===== src/fdc_xfer_pkg.sv =====
// Package for the floppy sector transfer sequencer: commands, states, status bits, timing.
// Assumes a 10 MHz controller clock and a byte-level disk interface from a data separator.
package fdc_xfer_pkg;

  localparam int ClkHz = 10000000;
  // Head timing in microseconds, derived to cycles
  localparam int HeadLoadUs = 16000;
  localparam int HeadUnloadUs = 240000;
  localparam int HeadLoadCycles = (HeadLoadUs * (ClkHz / 1000000));
  localparam int HeadUnloadCycles = (HeadUnloadUs * (ClkHz / 1000000));

  localparam logic [1:0] TermNormal = 2'h0;
  localparam logic [1:0] TermAbnormal = 2'h1;
  localparam logic [7:0] FirstSector = 8'h01;
  localparam logic [7:0] ShortLenFull = 8'hff;
  localparam logic [10:0] MinSectorBytes = 11'h080;
  localparam logic [1:0] IndexLimit = 2'h2;

  // Status one bit positions
  localparam int S1NoIdBit = 0;
  localparam int S1NoDataBit = 2;
  localparam int S1EndCylBit = 7;
  localparam int S1CrcBit = 5;
  // Status two bit positions
  localparam int S2FieldCrcBit = 5;
  localparam int S2CtrlMarkBit = 6;

  typedef enum logic [1:0] {
    CmdReadData = 2'h0,
    CmdReadDeleted = 2'h1,
    CmdReadTrack = 2'h2,
    CmdWriteData = 2'h3
  } cmd_t;

  typedef enum logic [3:0] {
    StIdle = 4'h0,
    StHeadLoad = 4'h1,
    StWaitIndex = 4'h3,
    StSearch = 4'h2,
    StData = 4'h6,
    StCrc = 4'h7,
    StNext = 4'h5,
    StDone = 4'h4
  } state_t;

  typedef struct packed {
    cmd_t cmd;
    logic multiTrackFlag;
    logic passOverFlag;
    logic [7:0] cyl;
    logic [7:0] head;
    logic [7:0] sector;
    logic [2:0] sizeCode;
    logic [7:0] finalSectorNumber;
    logic [7:0] shortSectorLength;
  } cmd_params_t;

  typedef struct packed {
    logic [1:0] terminationCode;
    logic [7:0] statusOne;
    logic [7:0] statusTwo;
    logic [7:0] cyl;
    logic [7:0] head;
    logic [7:0] sector;
    logic [2:0] sizeCode;
  } result_t;

  // Disk side byte events from the data separator
  typedef struct packed {
    logic idValid;
    logic [7:0] idCyl;
    logic [7:0] idHead;
    logic [7:0] idSector;
    logic [2:0] idSize;
    logic idCrcOk;
    logic markValid;
    logic markDeleted;
    logic byteValid;
    logic [7:0] byteData;
    logic crcValid;
    logic crcOk;
  } disk_rx_t;

endpackage


===== src/fdc_xfer_seq.sv =====
// Execution-phase sequencer for read data, read deleted, read track and write data.
// Assumes a data separator delivering decoded ID, mark, byte and CRC events on ref_clk,
// and a write encoder that appends CRC after a data field when asked.
//
// How it works
// - Multi-track continues head 0 onto head 1
// - Head stays loaded until unload interval expires
// - Two index pulses unfound: abnormal, no-data
// - Read CRC error: abnormal, crc fault, stop
// - Capacity bounded by final sector and heads
// - Read data: deleted, no skip, flag, stop
// - Read data: deleted with skip, pass over
// - Advance sector or cylinder after each sector
// - Read deleted mirrors skip rules, roles swapped
// - Read track starts at index, ignores numbering
// - Read track continues past CRC errors
// - Read track flags ID mismatch as no-data
// - Read track no ID by second index
// - Below final sector: report sector plus one
// - Single track at final: cylinder+1, sector 1
// - Multi-track at final: flip head, sector 1
// - Write loads head, matches ID, writes data
// - Write appends CRC then next sector
// - Terminal count or fifo fault pads zeros
// - Write ID CRC error ends abnormally
// - Write shares read capacity and result rules
// - Size code zero is 128 bytes, doubling per step; only the low two bits set the sector length
// - Read after terminal count finishes sector, checks CRC
`timescale 1ns/1ps

module fdc_xfer_seq
  import fdc_xfer_pkg::*;
#(
  parameter int HeadLoadCount = HeadLoadCycles,
  parameter int HeadUnloadCount = HeadUnloadCycles
) (
  // Clock and reset
  input wire logic ref_clk,
  input wire logic rst,
  // Command start and parameters
  input wire logic start,
  input wire cmd_params_t params,
  output logic busy,
  output logic done,
  output result_t result,
  // Drive pins
  input wire logic index_pulse_n,
  output logic headLoad,
  output logic writeGate,
  // Disk receive events
  input wire disk_rx_t diskRx,
  // Disk write byte stream
  output logic wrValid,
  output logic [7:0] wrData,
  output logic wrCrc,
  input wire logic wrReady,
  // Host FIFO, read direction
  output logic rdValid,
  output logic [7:0] rdData,
  input wire logic rdReady,
  // Host FIFO, write direction
  input wire logic hostValid,
  input wire logic [7:0] hostData,
  output logic hostReady,
  // Terminal count and fifo fault
  input wire logic terminal_count,
  input wire logic fifoFault
);

  // Both head intervals share one 24-bit down counter, so larger counts would wrap
  if (HeadLoadCount < 1 || HeadLoadCount > 2 ** 24 - 1) begin : g_bad_load
    $error("fdc_xfer_seq: head load count out of range");
  end
  if (HeadUnloadCount < 1 || HeadUnloadCount > 2 ** 24 - 1) begin : g_bad_unload
    $error("fdc_xfer_seq: head unload count out of range");
  end

  typedef struct packed {
    state_t state;
    cmd_params_t p;
    logic [1:0] idxCnt;
    logic [1:0] idxSync;
    logic idxLast;
    logic headUp;
    logic [23:0] headTmr;
    logic [10:0] byteCnt;
    logic hostStop;
    logic advance;
    logic endAfter;
    logic anyId;
    logic [1:0] term;
    logic [7:0] s1;
    logic [7:0] s2;
    logic doneP;
    logic rdV;
    logic [7:0] rdD;
    logic wrV;
    logic [7:0] wrD;
    logic crcP;
    logic wg;
    result_t res;
  } state_reg_t;

  state_reg_t q, d;
  logic idxEdge;
  logic [10:0] secBytes;
  logic [10:0] hostBytes;
  logic idMatch;
  logic atFinal;
  logic skipMark;
  logic stopMark;
  logic hostHalt;
  logic hostTake;
  logic rdTake;

  // Idle value of every state field
  // Index pin idles high, so the edge detector starts high to avoid a false edge
  localparam state_reg_t ResetState = '{
    state: StIdle, p: '0, idxCnt: 2'h0,
    idxSync: 2'h3, idxLast: 1'b1,
    headUp: 1'b0, headTmr: 24'h0, byteCnt: 11'h0,
    hostStop: 1'b0, advance: 1'b0, endAfter: 1'b0, anyId: 1'b0,
    term: 2'h0, s1: 8'h0, s2: 8'h0, doneP: 1'b0,
    rdV: 1'b0, rdD: 8'h0, wrV: 1'b0, wrD: 8'h0,
    crcP: 1'b0, wg: 1'b0, res: '0
  };

  always_comb begin
    // Sector length from size code
    secBytes = 11'(MinSectorBytes << q.p.sizeCode[1:0]);
    hostBytes = (q.p.sizeCode == 3'h0 && q.p.shortSectorLength < 8'h80) ?
      {3'h0, q.p.shortSectorLength} : secBytes;
    // Falling edge of the synchronised index pin
    idxEdge = q.idxLast && !q.idxSync[1];
    idMatch = diskRx.idCyl == q.p.cyl && diskRx.idHead == q.p.head &&
      diskRx.idSector == q.p.sector && diskRx.idSize == q.p.sizeCode;
    atFinal = q.p.sector == q.p.finalSectorNumber;
    // Mark that the command does not want; read track takes every mark as it comes
    case (q.p.cmd)
      CmdReadData: skipMark = diskRx.markDeleted;
      CmdReadDeleted: skipMark = !diskRx.markDeleted;
      default: skipMark = 1'b0;
    endcase
    stopMark = skipMark && !q.p.passOverFlag;
    // Host stop seen now or earlier in this command
    hostHalt = q.hostStop || terminal_count || fifoFault;
    // One host byte per disk slot; hostReady uses the same term so no byte is lost
    hostTake = q.state == StData && q.p.cmd == CmdWriteData && (!q.wrV || wrReady) &&
      !hostHalt && q.byteCnt < hostBytes;
    // Host sees bytes only before its stop and within a short sector length
    rdTake = diskRx.byteValid && !hostHalt && q.byteCnt < hostBytes;

    d = q;
    d.idxSync = {q.idxSync[0], index_pulse_n};
    d.idxLast = q.idxSync[1];
    d.doneP = 1'b0;
    d.crcP = 1'b0;
    // No back-pressure toward the disk: a slow host loses the byte
    if (q.rdV && rdReady) d.rdV = 1'b0;
    if (q.wrV && wrReady) d.wrV = 1'b0;
    // Sticky until the next start
    if (hostHalt) d.hostStop = 1'b1;

    // Head unload timing while idle
    if (q.state == StIdle && q.headUp) begin
      if (q.headTmr == 24'h0) d.headUp = 1'b0;
      else d.headTmr = q.headTmr - 24'h1;
    end

    case (q.state)
      StIdle: begin
        if (start) begin
          d.p = params;
          d.term = TermNormal;
          d.s1 = 8'h0;
          d.s2 = 8'h0;
          d.hostStop = 1'b0;
          d.idxCnt = 2'h0;
          d.anyId = 1'b0;
          d.advance = 1'b0;
          d.endAfter = 1'b0;
          // Loaded head skips the settle wait
          if (q.headUp) begin
            // Start wins over an unload falling due in the same cycle
            d.headUp = 1'b1;
            d.state = (params.cmd == CmdReadTrack) ? StWaitIndex : StSearch;
          end else begin
            d.headUp = 1'b1;
            d.headTmr = 24'(HeadLoadCount);
            d.state = StHeadLoad;
          end
        end
      end
      StHeadLoad: begin
        if (q.headTmr == 24'h0) begin
          d.state = (q.p.cmd == CmdReadTrack) ? StWaitIndex : StSearch;
        end else begin
          d.headTmr = q.headTmr - 24'h1;
        end
      end
      StWaitIndex: begin
        // Track read starts on the index pulse
        if (idxEdge) begin
          d.idxCnt = 2'h1;
          d.state = StSearch;
        end
      end
      StSearch: begin
        if (idxEdge) d.idxCnt = q.idxCnt + 2'h1;
        if (idxEdge && q.idxCnt + 2'h1 >= IndexLimit) begin
          d.term = TermAbnormal;
          if (q.p.cmd == CmdReadTrack && !q.anyId) d.s1[S1NoIdBit] = 1'b1;
          else d.s1[S1NoDataBit] = 1'b1;
          d.state = StDone;
        end else if (diskRx.idValid) begin
          d.anyId = 1'b1;
          if (!diskRx.idCrcOk && q.p.cmd != CmdReadTrack) begin
            d.term = TermAbnormal;
            d.s1[S1CrcBit] = 1'b1;
            if (q.p.cmd != CmdWriteData) d.s2[S2FieldCrcBit] = 1'b1;
            d.state = StDone;
          end else if (q.p.cmd == CmdReadTrack) begin
            if (!diskRx.idCrcOk) begin
              d.s1[S1CrcBit] = 1'b1;
              d.s2[S2FieldCrcBit] = 1'b1;
            end
            if (!idMatch) d.s1[S1NoDataBit] = 1'b1;
            d.byteCnt = 11'h0;
            d.state = StData;
          end else if (idMatch) begin
            d.idxCnt = 2'h0;
            if (q.p.cmd == CmdWriteData) d.wg = 1'b1;
            d.byteCnt = 11'h0;
            d.state = StData;
          end
        end
      end
      StData: begin
        if (q.p.cmd == CmdWriteData) begin
          // Write data field; host stalls only via wrReady
          d.wg = 1'b1;
          if (!q.wrV || wrReady) begin
            d.wrV = 1'b1;
            if (hostTake) begin
              d.wrD = hostData;
            end else begin
              d.wrD = 8'h00;
            end
            d.byteCnt = q.byteCnt + 11'h1;
            if (q.byteCnt + 11'h1 == secBytes) begin
              d.crcP = 1'b1;
              d.advance = 1'b1;
              d.endAfter = hostHalt;
              d.state = StNext;
            end
          end
        end else if (q.byteCnt == 11'h0 && !diskRx.markValid && !diskRx.byteValid) begin
          d.state = StData;
        end else if (diskRx.markValid) begin
          if (skipMark) d.s2[S2CtrlMarkBit] = 1'b1;
          if (q.p.cmd == CmdReadTrack) begin
            d.advance = 1'b0;
          end else if (skipMark && q.p.passOverFlag) begin
            d.advance = 1'b1;
            d.state = StNext;
          end else begin
            d.advance = !stopMark;
            d.endAfter = stopMark;
          end
        end else if (diskRx.byteValid) begin
          // Keep reading after host stop
          if (rdTake) begin
            d.rdV = 1'b1;
            d.rdD = diskRx.byteData;
          end
          d.byteCnt = q.byteCnt + 11'h1;
          if (q.byteCnt + 11'h1 == secBytes) d.state = StCrc;
        end
      end
      StCrc: begin
        if (diskRx.crcValid) begin
          if (!diskRx.crcOk) begin
            d.s1[S1CrcBit] = 1'b1;
            if (q.p.cmd != CmdReadTrack) begin
              d.term = TermAbnormal;
              d.state = StDone;
            end else begin
              d.state = StNext;
            end
          end else begin
            if (q.p.cmd != CmdReadTrack) d.advance = !d.endAfter;
            d.state = StNext;
          end
          if (q.p.cmd == CmdReadTrack) d.advance = 1'b1;
        end
      end
      StNext: begin
        d.wg = 1'b0;
        if (!q.advance || q.endAfter || q.hostStop) begin
          d.state = StDone;
          if (q.advance) begin
            // Result ID after host termination
            if (!atFinal) begin
              d.p.sector = q.p.sector + 8'h1;
            end else begin
              d.p.sector = FirstSector;
              if (q.p.multiTrackFlag) d.p.head = {q.p.head[7:1], !q.p.head[0]};
              if (!q.p.multiTrackFlag || q.p.head[0]) d.p.cyl = q.p.cyl + 8'h1;
            end
          end
        end else if (q.p.cmd == CmdReadTrack) begin
          d.p.sector = q.p.sector + 8'h1;
          if (atFinal) d.state = StDone;
          else d.state = StSearch;
        end else if (!atFinal) begin
          d.p.sector = q.p.sector + 8'h1;
          d.state = StSearch;
        end else if (q.p.multiTrackFlag && !q.p.head[0]) begin
          d.p.sector = FirstSector;
          d.p.head = {q.p.head[7:1], 1'b1};
          d.state = StSearch;
        end else begin
          // Capacity reached without host stop: end of cylinder
          d.p.sector = FirstSector;
          d.p.cyl = q.p.cyl + 8'h1;
          if (q.p.multiTrackFlag) d.p.head = {q.p.head[7:1], 1'b0};
          d.term = TermAbnormal;
          d.s1[S1EndCylBit] = 1'b1;
          d.state = StDone;
        end
        d.idxCnt = 2'h0;
      end
      StDone: begin
        d.wg = 1'b0;
        d.res.terminationCode = q.term;
        d.res.statusOne = q.s1;
        d.res.statusTwo = q.s2;
        d.res.cyl = q.p.cyl;
        d.res.head = q.p.head;
        d.res.sector = q.p.sector;
        d.res.sizeCode = q.p.sizeCode;
        d.doneP = 1'b1;
        d.headTmr = 24'(HeadUnloadCount);
        d.state = StIdle;
      end
      default: d.state = StIdle;
    endcase
  end

  always_ff @(posedge ref_clk or posedge rst) begin
    if (rst) begin
      q <= ResetState;
    end else begin
      q <= d;
    end
  end

  // Outputs
  assign busy = q.state != StIdle;
  assign done = q.doneP;
  assign result = q.res;
  assign headLoad = q.headUp;
  assign writeGate = q.wg;
  assign wrValid = q.wrV;
  assign wrData = q.wrD;
  assign wrCrc = q.crcP;
  assign rdValid = q.rdV;
  assign rdData = q.rdD;
  // Host byte consumed when a data byte is written; a stop in this cycle takes none
  assign hostReady = hostTake;

endmodule // fdc_xfer_seq


===== config.mk =====
export PLATFORM = sky130hd
export DESIGN_NAME = fdc_xfer_seq
export DESIGN_NICKNAME = d
export VERILOG_FILES = /design/src/fdc_xfer_pkg.sv /design/src/fdc_xfer_seq.sv
export SDC_FILE = /design/constraint.sdc
export NUM_CORES = 1
export LEC_CHECK = 0
export BUFFER_PORTS_ARGS = -buffer_cell sky130_fd_sc_hd__buf_2
export CORE_MARGIN = 2
export CORE_UTILIZATION = 56
export CTS_CLUSTER_DIAMETER = 30
export DETAILED_ROUTE_END_ITERATION = 8
export PLACE_DENSITY_LB_ADDON = 0.3
export SETUP_SLACK_MARGIN = 0.15
export SLEW_MARGIN = 25
export SYNTH_ARGS = -nofsm -noshare
export SYNTH_HDL_FRONTEND = slang
export SYNTH_SLANG_ARGS = --single-unit
export TNS_END_PERCENT = 50

===== constraint.sdc =====
create_clock -name ref_clk -period 5.84 [get_ports ref_clk]
set_input_delay 0.584 -clock ref_clk [delete_from_list [all_inputs] [get_ports ref_clk]]
set_output_delay 0.584 -clock ref_clk [all_outputs]
set_load 0.05 [all_outputs]

* After elaboration in Yosys (flattened, before gate mapping) *
Index checks and enable logic that the tools add are counted.

operators by class
  $add $sub $neg = 5
  $lt $le $gt $ge = 3
  equal/unequal tests = 73
  shifts and indexed selects = 1
  multiplexer cells = 152
  bitwise logic cells = 4
  reductions and logical operators = 79

operator list
  kind                                                                  count
  11-bit 2-to-1 mux                                                     12
  24-bit 2-to-1 mux                                                     5
  4-bit 2-to-1 mux                                                      20
  24-bit case mux with 3 select lines                                   1
  3-bit != test, second input constant                                  21
  9-bit 2-to-1 mux                                                      6
  53-bit 2-to-1 mux                                                     1
  1-bit 2-to-1 mux                                                      51
  25-bit 2-to-1 mux                                                     2
  16-bit 2-to-1 mux                                                     3
  8-bit 2-to-1 mux                                                      6
  2-bit != test, second input constant                                  24
  24-bit case mux with 2 select lines                                   1
  2-bit 2-to-1 mux                                                      18
  8-bit == test                                                         4
  4-bit case mux with 7 select lines                                    1
  7-bit AND reduction                                                   4
  24-bit zero test                                                      1
  3-bit 2-to-1 mux                                                      8
  8-bit AND reduction                                                   3
  24-bit by 1-bit subtractor with 24-bit output, second input constant  1
  1-bit logical AND                                                     22
  22-bit 2-to-1 mux                                                     1
  11-bit case mux with 2 select lines                                   1
  other kinds (43)                                                      100

storage, ports and cells
  bits in registers = 160
  input port bits = 106
  output and inout port bits = 69

* Depth between registers and ports, before layout *
  word-level depth = 11
  gate-level depth with buffers = 12

* Least setup slack after synthesis *
OpenSTA, ideal clock, no wires.

  path type = register to output
  from = register q[147] (netlist bit)
  to = output port hostReady
  arrival = 2.861 ns
  path slack = 2.395 ns
  cell stages (with the launch flop) = 11
  buffers on the path = 0
  cells stage by stage = dfrtp_1 nor4_2 nand2_1 ha_1 inv_1 a31oi_1 o21a_1 o21ai_0 a21oi_1 o2111a_1 nor2b_1

between the ends
  word-level cells in the longest chain between the ends = 5

RTL lines
  what                      line                 source
  start: declaration        fdc_xfer_seq.sv:104  state_reg_t q, d;
  start signal: assignment  fdc_xfer_seq.sv:352  q <= ResetState;
  3-bit zero test           fdc_xfer_seq.sv:131  hostBytes = (q.p.sizeCode == 3'h0 && q.p.shortSectorLength < 8'h80) ?
  1-bit logical AND         fdc_xfer_seq.sv:131
  11-bit 2-to-1 mux         fdc_xfer_seq.sv:131
  11-bit < comparator       fdc_xfer_seq.sv:149  !hostHalt && q.byteCnt < hostBytes;
  1-bit logical AND         fdc_xfer_seq.sv:149
  end: declaration          fdc_xfer_seq.sv:64   output logic hostReady,

Every way passes these cells.

* Worst setup path after layout *
Same ends and word-level chain as after synthesis.

==> flow_metrics.tcl <==
set metrics [dict create \
    status "finished, final reports clean" \
    required_ns 5.26 \
    viasPerCell 5.69 \
    holdCritPathClass "input pin to register" \
    synth_top_area_frac 0.425 \
    cts_sinks 157 \
    relSlewSlack 0.373 \
    antenna_found_initial 1 \
    critical_path_class "register to output port" \
    drt-total-wl_um 23100 \
    cts-root-buf "clkbuf_16" \
    tritoncts "built" \
    avgRoutedWirePerCell_um 16.5 \
    hold_violations 0 \
    netlist_instances 1088 \
    ys.flop_type "dfrtp_1" \
    dieArea_mm2 0.0172 \
    place_congestion 0.898 \
    crit_chain "nor4_2 > nand2_1 > ha_1 > inv_1 > a31oi_1 > o21a_1 > o21ai_0 > a21oi_1 > o2111a_1 > nor2b_1 > buf_2" \
    post_route_cells_drive_above_1_share 0.186 \
    place_hpwl_um 16300 \
    switchingPower_w 0.000554 \
    remaining_drc_errors 0 \
    critical_path.top_delay_family "compound AO/OA/AOI/OAI gates" \
    regToRegSetupSlack_ns 2.24 \
    grt.total_usage 0.270 \
    switching_share 0.236 \
    pin_count 175 \
    grt_max_degree 104 \
    startpoint_type "register" \
    end_kind "output port" \
    insertion_delay_ns 0.43 \
    setup_tns_ns 0 \
    synth-edff-count 0 \
    drtIter0Drc 536 \
    r2r-start "q[147]" \
    yosys_register_bits 157 \
    p_comb_frac 0.055 \
    final_antenna_net_count 0 \
    min_period_ns 4.60 \
    yosys_warnings 0 \
    rsz0062_at_grt "false" \
    io_buffers 162 \
    critPathMaxFanout 18 \
    post_cts_buffers 0 \
    cts_max_level 4 \
    worstRegToRegCells 10 \
    max_stage_delay_ns 0.73 \
    syn_avg_cell_area_um2 8.34 \
    setup_viol 0 \
    ys_top_cells_by_area "dfrtp_1 42%, nand2_1 12%, o21ai_0 5.2%" \
    grt_pass1_wl_um 37600 \
    slowest_stage "a21oi_1" \
    final_max_slew_viol_count 0 \
    async_flop_share 1.00 \
    synthTopCellsByCount "278 x nand2_1, 154 x dfrtp_1, 95 x o21ai_0" \
    leakage_nw 4.86 \
    min_period_over_period 0.788 \
    fin_ws_ns 1.24 \
    max-cap-violations 0 \
    post-place-ws_ns 1.64 \
    hold-path-cell-count 1 \
    min_to "d[126]" \
    firstDrtPassIters 5 \
    grt_pass1_vias 7395 \
    gr-total-overflow 0 \
    internal_power_w 0.00179 \
    die_y_um 131 \
    clk_pin_slew_ns 0.06 \
    vias 7969 \
    clockBufferDepth 2 \
    power_frac_seq 0.478 \
    fin_hold_ws_ns 0.250 \
    cp_num_buf_inv 2 \
    final_cell_area_mm2 0.0101 \
    die_x_um 131 \
    core-area_mm2 0.0158 \
    syn_area_mm2 0.00907 \
    fin_worst_skew_ns 0.0103 \
    placed_cell_area_mm2 0.00956 \
    rr_endpoint "rdData[3]" \
    worst_pin_slew_ns 0.933 \
    cts.hold.buffers_added 0 \
    start_util 0.573 \
    powerDensity_mw_per_mm2 231 \
    arrival_ns 4.02 \
    yosysSeqAreaShare 0.434 \
    max_freq_mhz 217 \
    synth_top_area_cell "dfrtp_1" \
    ir_drop_uv 204 \
    rows 46 \
    yosysMostFrequentCell "nand2_1" \
    area_delta_synth_final_pct 11.9 \
    nets 1292 \
    yosysUniqueCellTypes 71 \
    cts-resized-gates 0 \
    hp-start "index_pulse_n" \
    clkPwrFrac 0.468 \
    cts_made_buffers 17 \
]
layout make-up:
| type | count | area [um2] |
|---|---|---|
| well taps | 216 | 270 |
| repair buffers | 168 | 856 |
| flip-flops and latches | 157 | 3930 |
| clock inverters | 13 | 140 |
| diodes | 1 | 2.50 |
| multi-input cells | 806 | 4420 |
| clock buffers | 19 | 443 |
| fillers | 1326 | 5680 |
| inverters | 20 | 80.1 |
cell families after synthesis:
family / count (synthesis) / synth area share
and+or+nand+nor: 486 / 0.242
AOI/OAI and AO/OA: 251 / 0.178
DFF: 157 / 0.434
buffers and inverters: 135 / 0.0826
xor gates and xnor gates: 40 / 0.0386
adders and majority gates: 16 / 0.0221
muxes: 2 / 0.00276
other: 1 / 0.000414
cells in the final DEF, fill, tap and decap left out, types with 12 or more instances in the layout:
cell type  Yosys  layout
clkbuf_16      0      17
nor2_1        62      62
o21ai_0       95      95
nand3_1       19      19
inv_1         20      18
dfrtp_1      154     154
o31ai_1       17      17
ha_1          16      16
nor3_1        20      20
buf_2          4     162
a21oi_1       51      51
nor4_1        14      14
nor2b_1       21      21
nand2_1      278     278
a31oi_1       12      12
xnor2_1       29      29
per-stage QoR:
stage / power, W / utilization / instances
after global placement: 0.00127 / 0.604 / 1366
after CTS: 0.00236 / 0.641 / 1398
after global routing: 0.00243 / 0.641 / 1399
final: 0.00235 / 0.641 / 1400
after floorplan: 0.00122 / - / 1098
after detailed placement: 0.00127 / 0.604 / 1366
worst max-delay path by stage:
stage / slack [ns] / start / endpoint / depth (start not counted)
after detailed placement: 1.64 / q[147] / hostReady / 11
after global placement: 1.73 / q[147] / hostReady / 11
after global routing: 0.85 / q[147] / hostReady / 11
final: 1.24 / q[147] / hostReady / 11
after floorplan: 1.03 / rst / done / 1
after CTS: 1.19 / q[147] / hostReady / 11
per-layer routing:
metal | vias to the layer above | part of all wire | wire (um) | track usage
met5 | - | 0 | 0 | 0
met4 | 0 | 0.021 | 481 | 0.0906
met3 | 39 | 0.068 | 1570 | 0.0521
met2 | 283 | 0.47 | 10800 | 0.428
met1 | 3776 | 0.44 | 10300 | 0.376
li1 | 3871 | - | - | -
registers in the layout (all words and copies together) (netlist names):
signal     flops
done           1
q             99
result        34
rdValid        1
headLoad       1
wrData         8
writeGate      1
wrCrc          1
d              2
wrValid        1
rdData         8
power by group through the flow:
stage          clock [W]  sequential (W)  combinational [W]
2_1_floorplan          0         0.00114          0.0000784
3_3_place_gp           0         0.00114           0.000127
3_5_place_dp           0         0.00114           0.000128
4_1_cts          0.00111         0.00112           0.000129
5_1_grt          0.00116         0.00112           0.000141
6_report         0.00110         0.00112           0.000128
(Power assumes the default switching activity.)
